<file path="config.mk">
export PLATFORM = sky130hd
export DESIGN_NAME = hvpc_top
export DESIGN_NICKNAME = d
export VERILOG_FILES = /design/src/hvpc_tick_gen.v /design/src/hvpc_slope_delay.v /design/src/hvpc_top.v
export VERILOG_INCLUDE_DIRS = /design/src
export SDC_FILE = /design/constraint.sdc
export NUM_CORES = 1
export LEC_CHECK = 0
export ABC_AREA = 1
export BUFFER_PORTS_ARGS = -buffer_cell sky130_fd_sc_hd__buf_2
export CORE_UTILIZATION = 51
export DETAILED_ROUTE_END_ITERATION = 7
export GPL_TIMING_DRIVEN = 0
export PLACE_DENSITY = 0.75
export SYNTH_ARGS = -nofsm -noshare
export SYNTH_HDL_FRONTEND = slang
export SYNTH_SLANG_ARGS = --single-unit
</file>
<file path="constraint.sdc">
create_clock -name i_clk -period 1.7 [get_ports i_clk]
set_clock_uncertainty 0.2 [all_clocks]
set_input_delay 0.34 -clock i_clk [delete_from_list [all_inputs] [get_ports i_clk]]
set_output_delay 0.34 -clock i_clk [all_outputs]
set_load 0.01 [all_outputs]
</file>
<file path="src/hvpc_map.vh">
// Constants for the high-voltage pin control block
//
// Summary of operation
// RQ1: Eight pins, two banks of four
// RQ2: Code 000 keeps pin off, ignores fields
// RQ3: Activation selects on, off or timer
// RQ4: Timer pulses switch configured output drivers
// RQ5: Low-side drivers only on in Normal mode
// RQ6: Disabled wake input is never sampled
// RQ7: Enabled wake input sampled at fixed rate
// RQ8: Timer wake input sampled at pulse end
// RQ9: Per-bank wake threshold: ground or ratiometric
// RQ10: Wake level status holds last sample
// RQ11: Enabled edge wake interrupts on level change
// RQ12: Function code selects slope control
// RQ13: Slope ramp first, full-on after delay
// RQ14: Direct control: 110 inverted, 111 straight
// RQ15: Bank-0 pin n follows pin n+4
// RQ16: Controller needs input configuration, not activation
// RQ17: Each direct pair enabled independently
// RQ18: No direct control on limp-home pins
// RQ19: Each timer has its own activation code
`ifndef HVPC_MAP_VH
`define HVPC_MAP_VH

`define HVPC_NPIN          8
`define HVPC_BANK_PINS     4

// Function configuration codes
`define HVPC_CC_OFF        3'h0
`define HVPC_CC_HS         3'h1
`define HVPC_CC_HS_SLOPE   3'h2
`define HVPC_CC_LS         3'h3
`define HVPC_CC_LS_SLOPE   3'h4
`define HVPC_CC_WAKE       3'h5
`define HVPC_CC_HS_WAKE    3'h6
`define HVPC_CC_HSS_WAKE   3'h7

// Activation control codes
`define HVPC_AC_DISABLED   3'h0
`define HVPC_AC_ENABLED    3'h1
`define HVPC_AC_TIMER1     3'h2
`define HVPC_AC_TIMER2     3'h3
`define HVPC_AC_TIMER3     3'h4
`define HVPC_AC_TIMER4     3'h5
`define HVPC_AC_DIRECT_INV 3'h6
`define HVPC_AC_DIRECT     3'h7

// Threshold selection
`define HVPC_THR_GND       1'b0
`define HVPC_THR_RATIO     1'b1

// Timing
`define HVPC_CLK_KHZ       10000
`define HVPC_T_DON_NS      10000
`define HVPC_DON_CYC       ((`HVPC_T_DON_NS * `HVPC_CLK_KHZ + 999999) / 1000000)
`define HVPC_T_WAKE_US     1000
`define HVPC_WAKE_CYC      ((`HVPC_T_WAKE_US * `HVPC_CLK_KHZ) / 1000)

`endif

</file>
<file path="src/hvpc_tick_gen.v">
// Periodic wake sampling tick generator
`timescale 1ns/100ps
`include "hvpc_map.vh"

module hvpc_tick_gen #(
    parameter PERIOD = `HVPC_WAKE_CYC
) (
    input  wire i_clk,
    input  wire i_rst_n,
    output reg  o_tick
);
    localparam integer LAST_I = PERIOD - 1;
    localparam [23:0]  LAST   = LAST_I[23:0];
    reg [23:0] cnt_r;

    always @(posedge i_clk) begin
        if (!i_rst_n) begin
            cnt_r  <= 24'h000000;
            o_tick <= 1'b0;
        end else if (cnt_r >= LAST) begin
            cnt_r  <= 24'h000000;
            o_tick <= 1'b1;
        end else begin
            cnt_r  <= cnt_r + 24'h000001;
            o_tick <= 1'b0;
        end
    end
endmodule

</file>
<file path="src/hvpc_slope_delay.v">
// Per-pin slope ramp phase and full-on delay
`timescale 1ns/100ps
`include "hvpc_map.vh"

module hvpc_slope_delay (
    input  wire i_clk,
    input  wire i_rst_n,
    input  wire i_on,
    input  wire i_slope_en,
    output reg  o_ramp,
    output reg  o_full
);
    localparam integer DON_I = `HVPC_DON_CYC;
    localparam [7:0]   DON   = DON_I[7:0];
    reg [7:0] cnt_r;

    always @(posedge i_clk) begin
        if (!i_rst_n) begin
            cnt_r  <= 8'h00;
            o_ramp <= 1'b0;
            o_full <= 1'b0;
        end else if (!i_on) begin
            cnt_r  <= 8'h00;
            o_ramp <= 1'b0;
            o_full <= 1'b0;
        end else if (!i_slope_en) begin
            o_ramp <= 1'b0;
            o_full <= 1'b1;
        end else if (cnt_r < DON) begin
            cnt_r  <= cnt_r + 8'h01;
            o_ramp <= 1'b1;
            o_full <= 1'b0;                                  // see RQ13
        end else begin
            o_ramp <= 1'b0;
            o_full <= 1'b1;                                  // see RQ13
        end
    end
endmodule

</file>
<file path="src/hvpc_top.v">
// High-voltage pin control: function, activation, wake sampling, direct control
`timescale 1ns/100ps
`include "hvpc_map.vh"

module hvpc_top #(
    parameter WAKE_CYC = `HVPC_WAKE_CYC
) (
    input  wire        i_clk,
    input  wire        i_rst_n,
    input  wire        i_eight_pins,
    input  wire        i_normal_mode,
    input  wire [23:0] i_pin_function_config,
    input  wire [23:0] i_pin_activation_control,
    input  wire        i_bank0_wake_threshold_sel,
    input  wire        i_bank1_wake_threshold_sel,
    input  wire [7:0]  i_level_above_gnd_thr,
    input  wire [7:0]  i_level_above_ratio_thr,
    input  wire [3:0]  i_timer_pulse,
    input  wire [2:0]  i_limp_home_cfg,
    input  wire [7:0]  i_rise_irq_en,
    input  wire [7:0]  i_fall_irq_en,
    output wire [7:0]  o_hs_drive,
    output wire [7:0]  o_ls_drive,
    output wire [7:0]  o_slope_ramp,
    output wire [7:0]  o_full_on,
    output wire [7:0]  o_input_en,
    output wire [7:0]  o_pin_wake_level_status,
    output wire [7:0]  o_rising_edge_wake_irq,
    output wire [7:0]  o_falling_edge_wake_irq
);
    reg  [3:0] timer_prev_r;
    wire [3:0] timer_fall;
    wire       wake_tick;
    wire [7:0] level;
    wire [7:0] drv_on;
    wire [7:0] slope_en;
    wire [7:0] sample_ev;

    assign timer_fall = timer_prev_r & ~i_timer_pulse;

    always @(posedge i_clk) begin
        if (!i_rst_n) begin
            timer_prev_r <= 4'h0;
        end else begin
            timer_prev_r <= i_timer_pulse;
        end
    end

    hvpc_tick_gen #(
        .PERIOD (WAKE_CYC)
    ) u_tick (
        .i_clk   (i_clk),
        .i_rst_n (i_rst_n),
        .o_tick  (wake_tick)
    );

    genvar g;
    generate
        for (g = 0; g < `HVPC_NPIN; g = g + 1) begin : g_pin
            wire [2:0] cc;
            wire [2:0] ac;
            wire       thr;
            wire       present;
            wire       is_hs;
            wire       is_ls;
            wire       is_in;
            wire       act_timer;
            wire [1:0] tsel;
            wire       t_lvl;
            wire       direct_ok;
            wire       src_lvl;
            reg        want;
            reg        hs_r;
            reg        ls_r;
            reg        inen_r;
            reg        stat_r;
            reg        rise_r;
            reg        fall_r;
            reg        smp_r;

            // Each pin owns its flip-flops; the output buses are plain wires
            assign o_hs_drive[g]              = hs_r;
            assign o_ls_drive[g]              = ls_r;
            assign o_input_en[g]              = inen_r;
            assign o_pin_wake_level_status[g] = stat_r;
            assign o_rising_edge_wake_irq[g]  = rise_r;
            assign o_falling_edge_wake_irq[g] = fall_r;

            assign cc        = i_pin_function_config[g*3 +: 3];
            assign ac        = i_pin_activation_control[g*3 +: 3];
            assign present   = (g < `HVPC_BANK_PINS) || i_eight_pins;                   // see RQ1
            assign thr       = (g < `HVPC_BANK_PINS) ? i_bank0_wake_threshold_sel
                                                     : i_bank1_wake_threshold_sel;     // see RQ9
            assign level[g]  = (thr == `HVPC_THR_RATIO) ? i_level_above_ratio_thr[g]
                                                        : i_level_above_gnd_thr[g];    // see RQ9
            assign is_hs     = (cc == `HVPC_CC_HS) || (cc == `HVPC_CC_HS_SLOPE) ||
                               (cc == `HVPC_CC_HS_WAKE) || (cc == `HVPC_CC_HSS_WAKE);
            assign is_ls     = (cc == `HVPC_CC_LS) || (cc == `HVPC_CC_LS_SLOPE);
            assign is_in     = (cc == `HVPC_CC_WAKE) || (cc == `HVPC_CC_HS_WAKE) ||
                               (cc == `HVPC_CC_HSS_WAKE);
            assign slope_en[g] = (cc == `HVPC_CC_HS_SLOPE) || (cc == `HVPC_CC_LS_SLOPE) ||
                                 (cc == `HVPC_CC_HSS_WAKE);                              // see RQ12
            assign act_timer = (ac >= `HVPC_AC_TIMER1) && (ac <= `HVPC_AC_TIMER4);      // see RQ19
            assign tsel      = ac[1:0] - 2'h2;                                         // see RQ19
            assign t_lvl     = i_timer_pulse[tsel];

            if (g < `HVPC_BANK_PINS) begin : g_direct
                wire [2:0] src_cc;
                wire       limp;
                assign src_cc = i_pin_function_config[(g+4)*3 +: 3];
                if (g == 0) begin : g_nolimp
                    assign limp = 1'b0;
                end else begin : g_limp
                    assign limp = i_limp_home_cfg[g-1];                                 // see RQ18
                end
                assign src_lvl = level[g+4];                                            // see RQ15
                assign direct_ok = i_eight_pins && !limp &&
                                   ((src_cc == `HVPC_CC_WAKE) || (src_cc == `HVPC_CC_HS_WAKE) ||
                                    (src_cc == `HVPC_CC_HSS_WAKE));                     // see RQ16
            end else begin : g_nodirect
                assign src_lvl   = 1'b0;
                assign direct_ok = 1'b0;
            end

            always @* begin
                want = 1'b0;
                case (ac)
                    `HVPC_AC_ENABLED:    want = 1'b1;                                   // see RQ3
                    `HVPC_AC_TIMER1,
                    `HVPC_AC_TIMER2,
                    `HVPC_AC_TIMER3,
                    `HVPC_AC_TIMER4:     want = t_lvl;                                  // see RQ4
                    `HVPC_AC_DIRECT_INV: want = direct_ok & ~src_lvl;                   // see RQ14
                    `HVPC_AC_DIRECT:     want = direct_ok & src_lvl;                    // see RQ14, RQ17
                    default:             want = 1'b0;
                endcase
            end

            assign drv_on[g] = present && (cc != `HVPC_CC_OFF) && want &&
                               (is_hs || (is_ls && i_normal_mode));                     // see RQ2, RQ5

            assign sample_ev[g] = present && is_in &&
                                  (((ac == `HVPC_AC_ENABLED) && wake_tick) ||          // see RQ7
                                   (act_timer && timer_fall[tsel]));                   // see RQ6, RQ8

            always @(posedge i_clk) begin
                if (!i_rst_n) begin
                    hs_r   <= 1'b0;
                    ls_r   <= 1'b0;
                    inen_r <= 1'b0;
                    stat_r <= 1'b0;
                    rise_r <= 1'b0;
                    fall_r <= 1'b0;
                    smp_r  <= 1'b0;
                end else begin
                    hs_r   <= drv_on[g] & is_hs;
                    ls_r   <= drv_on[g] & is_ls;                                        // see RQ5
                    inen_r <= present & is_in;                                          // see RQ2
                    rise_r <= 1'b0;
                    fall_r <= 1'b0;
                    if (!is_in || (ac == `HVPC_AC_DISABLED)) begin
                        smp_r <= 1'b0;
                    end else if (sample_ev[g]) begin
                        stat_r <= level[g];                                             // see RQ10
                        smp_r  <= 1'b1;
                        // First sample after activation has nothing to compare against
                        if (smp_r) begin
                            rise_r <= i_rise_irq_en[g] & ~stat_r & level[g];            // see RQ11
                            fall_r <= i_fall_irq_en[g] & stat_r & ~level[g];            // see RQ11
                        end
                    end
                end
            end

            hvpc_slope_delay u_slope (
                .i_clk      (i_clk),
                .i_rst_n    (i_rst_n),
                .i_on       (drv_on[g]),
                .i_slope_en (slope_en[g]),
                .o_ramp     (o_slope_ramp[g]),
                .o_full     (o_full_on[g])
            );
        end
    endgenerate
endmodule

</file>
==> results of run 1 <==
layout make-up:
type / count / share of cell area
Tap cell: 225 / 0.0257
Clock inverter: 7 / 0.00661
Antenna cell: 5 / 0.00114
Sequential cell: 165 / 0.301
Buffer: 82 / 0.0531
Inverter: 213 / 0.0738
Timing Repair Buffer: 179 / 0.0915
Clock buffer: 25 / 0.0442
Multi-Input combinational cell: 928 / 0.403
worst reg2reg max path: stages (launching register included):
cell	delay, ns
dfxtp_2	0.38
nand3_1	0.14
nor3_4	0.30
buf_4	0.16
inv_2	0.03
nor2_1	0.11
xnor2_1	0.13
nor2_1	0.05
layer usage:
metal,share of wire,vias up
met5,0.00037,-
li1,-,4593
met4,0.024,2
met1,0.44,3887
met2,0.48,250
met3,0.064,35
repair_timing:
action                                  in CTS  in global routing
resized for setup                            5                 19
hold buffers                                17                  0
endpoints found under the hold margin       17                  0
pin swaps                                    0                  5
endpoints found under the setup margin      10                 25
buffers inserted                             0                  9
worst max-delay path by stage:
stage                                          from  depth (start not counted)  slack [ns]                        end
after global placement                      i_rst_n                          5       -0.25             g_pin[3].smp_r
after floorplan                     u_tick.cnt_r[0]                          9        0.11           u_tick.cnt_r[13]
final                               u_tick.cnt_r[2]                          7        0.08           u_tick.cnt_r[13]
after detailed placement                    i_rst_n                          5       -0.24             g_pin[3].smp_r
after CTS                           u_tick.cnt_r[0]                          7        0.01           u_tick.cnt_r[10]
after global routing      g_pin[3].u_slope.cnt_r[2]                         10       -0.01  g_pin[3].u_slope.cnt_r[5]
cell usage after synthesis (2+ instances only):
cell	count
nor2_4	3
dfxtp_1	165
inv_1	189
buf_1	2
nor2_1	202
nand2_1	378
a22oi_1	2
o211ai_1	4
buf_4	66
a21oi_1	43
o21ai_1	8
a31oi_1	2
o21ai_2	2
clkinv_1	3
nand4_1	16
inv_2	20
nand3_1	109
o21bai_1	3
buf_2	14
nor2_2	18
nand3b_1	3
xnor2_1	10
nand2_2	3
nor3_1	19
o21ai_0	33
a21boi_0	2
ha_1	15
nand3_2	4
o22ai_1	2
xor2_1	29
metrics by stage:
step	util	hold WS, ns	power [uW]	setup slack (ns)
after floorplan	-	0.208	4710	0.110
after global placement	0.585	0.217	5060	-0.246
after global routing	0.637	0.0385	9100	-0.0100
final	0.637	0.0266	8720	0.0800
after detailed placement	0.585	0.226	5080	-0.240
after CTS	0.628	0.0120	8750	0.0130
flip-flops by register name, indices dropped and copies added, names as in the netlist:
| name | cells |
|---|---|
| g_pin.u_slope.cnt_r | 64 |
| u_tick.cnt_r | 24 |
| g_pin.fall_r | 8 |
| g_pin.hs_r | 8 |
| g_pin.inen_r | 8 |
| g_pin.ls_r | 8 |
| g_pin.rise_r | 8 |
| g_pin.smp_r | 8 |
| g_pin.stat_r | 8 |
| g_pin.u_slope.o_full | 8 |
| g_pin.u_slope.o_ramp | 8 |
| timer_prev_r | 4 |
| u_tick.o_tick | 1 |
logic make-up after synthesis:
group                      synth area share
xor gates and xnor gates             0.0380
and+or+nand+nor                       0.358
DFF                                   0.367
AOI/OAI and AO/OA                    0.0633
adders and majority gates            0.0209
buffers and inverters                 0.153
other                              0.000417
power breakdown:
| group | internal [uW] | switching (uW) |
|---|---|---|
| clock | 2130 | 1530 |
| combinational | 417 | 684 |
| sequential | 3930 | 32.0 |
==> metrics.md, run 1 <==
| Metric | Value |
|---|---|
| Initial core utilization | 0.522 |
| Leakage | 0.00544 uW |
| Worst-Skew Late Latency | 0.43 ns |
| Root buf cell | clkbuf_16 |
| Initial antenna violation count | 6 |
| Register area share after synthesis | 0.367 |
| Die height | 135 um |
| Max cap viols | 0 |
| Footprint of the multi-input gates | 4420 um2 |
| Crit path largest cell delay | 0.38 ns |
| Slew Viols, Final | 0 |
| Critical path capture point type | register |
| Hold Vio Cnt, Final | 0 |
| Die area | 18,200 um2 |
| Commonest non-fill, non-tap cell in the layout | nand2_1 |
| Final ANT Viol Nets | 0 |
| Mapped Cells | 1,379 |
| Number of distinct library cells after synthesis | 40 |
| Top cell by count, worst path | nor2_1 |
| Vias in the first global route | 7,792 |
| Global Route met1 Usage | 0.295 |
| Vias | 8,767 |
| Vias per cell | 4.79 |
| First-pass GRT wire length | 34,700 um |
| Min-Delay Startpoint | i_timer_pulse[3] |
| Met3 track utilization from global routing | 0.0465 |
| Synth top area share | 0.367 |
| Commonest non-fill, non-tap cells in the layout | 378 x nand2_1, 198 x nor2_1, 188 x inv_1, 166 x buf_2, 162 x dfxtp_1 |
| Avg Inst Size Synth | 6.52 um2 |
| Max stage delay cell, worst path | dfxtp_2 |
| Rel. slew slack | 0.624 |
| Htree depth | 4 |
| DRC viols | 0 |
| Top cells by area, synth | dfxtp_1 37%, nand2_1 16%, nor2_1 8.4% |
| Final Cycle Share | 0.953 |
| # rows | 48 |
| Placed Instances | 1,766 |
| Primary FF master, synth | dfxtp_1 |
| Endpoint, Worst Hold | timer_prev_r[3] |
| Post-Layout Inst Area | 11,000 um2 |
| Area growth syn-to-layout | 21.9% |
| Critical Path, Cell by Cell | nand3_1 -> nor3_4 -> buf_4 -> inv_2 -> nor2_1 -> xnor2_1 -> nor2_1 |
| Total grt overflow | 0 |
| Placed cell areas | 10,100 um2 |
| Clock buffer depth | 2 |
| Slew @ Worst Pin | 0.564 ns |
| TritonRoute pass-1 iters | 5 |
| Kind of start point of the critical path | register |
| Fin cells | 1,829 |
| Synthesized area | 9000 um2 |
| Tot GR Track Use | 0.244 |
| Register area | 3310 um2 |
| Routed wire length | 21,700 um |
| I/O Pins | 157 |
| Pin count of the biggest net entering global routing | 17 |
| Worst Setup Path Type | reg -> reg |
| Detailed placer's ending HPWL | 15,800 um |
| I/O Buffers | 153 |
| R2R setup slack | 0.08 ns |
| Ys Warns | 0 |
| # clock sinks | 165 |
| Ratio of cells with drive above 1 in the final layout | 0.212 |
| Worst Hold Class | in -> reg |
| R2R cell count | 7 |
| Gpl congestion | 0.875 |
| Die W | 135 um |
| Critical Path RT | 1.82 ns |
| Setup TNS | 0 ns |
| CTS tree | yes |
| Reg2reg end | u_tick.cnt_r[13] |
| Top Usage Layer GRT | met2 |
| WHS Path Cells | 3 |
| Post-synth EDFFs | 0 |
| Drt wl/cell | 11.8 um |
| Buf/Inv on CP | 2 |
| PD cells | 795 nW/um2 |
| Core area | 17,200 um2 |
| Drt initial violations | 365 |
| Status | complete, no violations |
| Tmin final | 1.62 ns |
| Worst vdd ir | 912 uV |
| Cts bufs inserted | 17 |
| FF-to-FF Start | u_tick.cnt_r[2] |
| Fin nets | 1,694 |
| Area leader, netlist | dfxtp_1 |
| Fmax | 617 MHz |
| Critical Path AT | 1.74 ns |
| Clock slew at reported path FFs | 0.06 ns |
| CP Max Fanout | 5 |
| Global routing usage on met2 | 0.415 |
| Synthesized flop and latch total | 165 |
| Fillers | 1,610 |
| Async S/R FF share, synth | 0 |
| Critical path's top delay family | simple AND/OR/NAND/NOR gates |
| Final setup fails | 0 |
(Power assumes the default switching activity.)
==> run 2, diff against run 1 <==
--- a/config.mk
+++ b/config.mk
@@ -12,6 +12,7 @@
 export DETAILED_ROUTE_END_ITERATION = 7
 export GPL_TIMING_DRIVEN = 0
 export PLACE_DENSITY = 0.75
+export REMOVE_ABC_BUFFERS = 1
 export SYNTH_ARGS = -nofsm -noshare
 export SYNTH_HDL_FRONTEND = slang
 export SYNTH_SLANG_ARGS = --single-unit
==> metrics.md, run 2 (synthesized netlist as in run 1, its figures left out) <==
| Metric | Value |
|---|---|
| Vias in the first global route | 7,453 (was 7,792) |
| Regs by FF count | g_pin.u_slope.cnt_r: 64 flops, u_tick.cnt_r: 24 flops (unchanged) |
| Placed cell areas | 9520 um2 (was 10,100 um2) |
| Fillers | 1,595 (was 1,610) |
| Post-layout worst setup margin | 0.0285 ns (was 0.0800 ns) |
| Fin nets | 1,621 (was 1,694) |
| Initial antenna violation count | 1 (was 6) |
| Routed wire length | 21,400 um (was 21,700 um) |
| Die W | 135 um (unchanged) |
| Critical path's top delay family | simple AND/OR/NAND/NOR gates (unchanged) |
| First-pass GRT wire length | 34,400 um (was 34,700 um) |
| Max reg flops | 64 (unchanged) |
| Leakage | 0.00510 uW (was 0.00544 uW) |
| Util after Layout | 0.612 (was 0.637) |
| Cts bufs inserted | 17 (unchanged) |
| Worst Hold Class | in -> reg (unchanged) |
| FF-to-FF Start | u_tick.cnt_r[0] (was u_tick.cnt_r[2]) |
| Setup TNS | 0 ns (unchanged) |
| Largest reg by FF count | g_pin.u_slope.cnt_r (unchanged) |
| I/O Buffers | 156 (was 153) |
| Worst-Skew Late Latency | 0.42 ns (was 0.43 ns) |
| CTS tree | yes (unchanged) |
| Final ANT Viol Nets | 0 (unchanged) |
| Tmin final | 1.67 ns (was 1.62 ns) |
| I/O Pins | 157 (unchanged) |
| Final setup fails | 0 (unchanged) |
| Buf/Inv on CP | 1 (was 2) |
| Drt wl/cell | 12.2 um (was 11.8 um) |
| Critical Path RT | 1.84 ns (was 1.82 ns) |
| Placed Instances | 1,687 (was 1,766) |
| R2R setup slack | 0.03 ns (was 0.08 ns) |
| Die height | 135 um (unchanged) |
| Tot GR Track Use | 0.239 (was 0.244) |
| Worst vdd ir | 690 uV (was 912 uV) |
| Critical Path, Cell by Cell | ha_2 -> nand3_2 -> nand2_1 -> inv_1 -> nand2_1 -> nand3_4 -> nand3_4 -> nor3_1 (was nand3_1 -> nor3_4 -> buf_4 -> inv_2 -> nor2_1 -> xnor2_1 -> nor2_1) |
| RSZ-0062 raised after global routing | true |
| Root buf cell | clkbuf_16 (unchanged) |
| Slew Viols, Final | 0 (unchanged) |
| Status | complete, no violations (unchanged) |
| Ratio of cells with drive above 1 in the final layout | 0.183 (was 0.212) |
| # rows | 48 (unchanged) |
| Crit path largest cell delay | 0.34 ns (was 0.38 ns) |
| Drt initial violations | 464 (was 365) |
| Critical path capture point type | register (unchanged) |
| DRC viols | 0 (unchanged) |
| Register area | 3310 um2 (about the same) |
| WHS Path Cells | 3 (unchanged) |
| Hold Vio Cnt, Final | 0 (unchanged) |
| Pre-CTS setup slack | -0.893 ns (was -0.240 ns) |
| R2R cell count | 8 (was 7) |
| Core area | 17,200 um2 (unchanged) |
| Commonest non-fill, non-tap cells in the layout | 376 x nand2_1, 197 x nor2_1, 188 x inv_1, 161 x dfxtp_1, 155 x buf_2 (was 378 x nand2_1, 198 x nor2_1, 188 x inv_1, 166 x buf_2, 162 x dfxtp_1) |
| Critical Path AT | 1.82 ns (was 1.74 ns) |
| Final Cycle Share | 0.983 (was 0.953) |
| # clock sinks | 165 (unchanged) |
| Die area | 18,200 um2 (unchanged) |
| Pin count of the biggest net entering global routing | 30 (was 17) |
| Endpoint, Worst Hold | timer_prev_r[3] (unchanged) |
| Kind of start point of the critical path | register (unchanged) |
| Fin cells | 1,751 (was 1,829) |
| TritonRoute pass-1 iters | 5 (unchanged) |
| Max cap viols | 0 (unchanged) |
| Total grt overflow | 0 (unchanged) |
| Vias per cell | 4.87 (was 4.79) |
| Initial core utilization | 0.522 (unchanged) |
| Area growth syn-to-layout | 17.2% (was 21.9%) |
| Commonest non-fill, non-tap cell in the layout | nand2_1 (unchanged) |
| Max stage delay cell, worst path | dfxtp_2 (unchanged) |
| Worst Setup Path Type | reg -> reg (unchanged) |
| Detailed placer's ending HPWL | 15,400 um (was 15,800 um) |
| CP Max Fanout | 7 (was 5) |
| Post-Layout Inst Area | 10,500 um2 (was 11,000 um2) |
| Clock buffer depth | 2 (unchanged) |
| Footprint of the multi-input gates | 4480 um2 (was 4420 um2) |
| Htree depth | 4 (unchanged) |
| Fmax | 598 MHz (was 617 MHz) |
| Clock slew at reported path FFs | 0.07 ns (was 0.06 ns) |
| Gpl congestion | 0.877 (was 0.875) |
| Reg2reg end | u_tick.cnt_r[10] (was u_tick.cnt_r[13]) |
| PD cells | 844 nW/um2 (was 795 nW/um2) |
| Vias | 8,527 (was 8,767) |
| Antenna Cells | 0 (was 5) |
| Min-Delay Startpoint | i_timer_pulse[3] (unchanged) |
[run 2: cell count changes in the layout (fill, tap and decap cells not counted), sizes merged]
cell / change
diode: -5
clkinvlp: -3
clkbuf: -6
clkinv: +4
buf: -74
nand3: +1
inv: +5
[run 2: how the worst max path moves through the flow]
stage / startpoint / endpoint / cells after the start
floorplan: u_tick.cnt_r[0] / u_tick.cnt_r[10] / 8
global placement: i_rst_n / g_pin[1].ls_r / 7
detailed placement: i_rst_n / g_pin[1].u_slope.cnt_r[5] / 7
CTS: i_rst_n / g_pin[0].u_slope.cnt_r[7] / 5
global route: u_tick.cnt_r[0] / u_tick.cnt_r[10] / 8
finish: u_tick.cnt_r[0] / u_tick.cnt_r[10] / 8
[run 2: area by class of cell]
type / count / share of cell area
timing repair buffer: 187 / 0.102
multi-input combinational: 929 / 0.425
clock buffer: 19 / 0.0430
tap: 225 / 0.0267
clock inverter: 13 / 0.0134
sequential: 165 / 0.314
inverter: 213 / 0.0767
[run 2: power breakdown]
group	total (uW)	switching (uW)	internal [uW]
Sequential	3960	34.5	3930
Clock	3880	1730	2150
Combinational	1050	677	375
[run 2: what timing repair did]
action                                  in CTS  in global routing
endpoints found under the setup margin     102                 56
buffers inserted                             8                  6
resized for setup                            9                 24
cloned                                       1                  0
hold buffers                                17                  0
pin swaps                                    2                  6
endpoints found under the hold margin       17                  0
[run 2: metal layers]
| metal | share of wire | track usage | vias up |
|---|---|---|---|
| met4 | 0.023 | 0.0818 | 2 |
| met1 | 0.45 | 0.309 | 3767 |
| met3 | 0.072 | 0.0589 | 42 |
| li1 | - | - | 4458 |
| met5 | 0.00061 | 0 | - |
| met2 | 0.46 | 0.389 | 258 |
[run 2: worst register-to-register path: cells and delay by family (launching register included)]
kind                     cells  cell delay [ns]
AND/OR/NAND/NOR              6             0.78
flip-flops                   1             0.34
buffers and inverters        1             0.09
adder cells (fa/ha/maj)      1             0.20
[run 2: stage by stage]
stage               hold WS [ns]  total power (uW)
global placement           0.215              5000
detailed placement         0.220              5020
global route              0.0387              9270
finish                    0.0406              8900
floorplan                  0.208              4630
CTS                       0.0201              8940
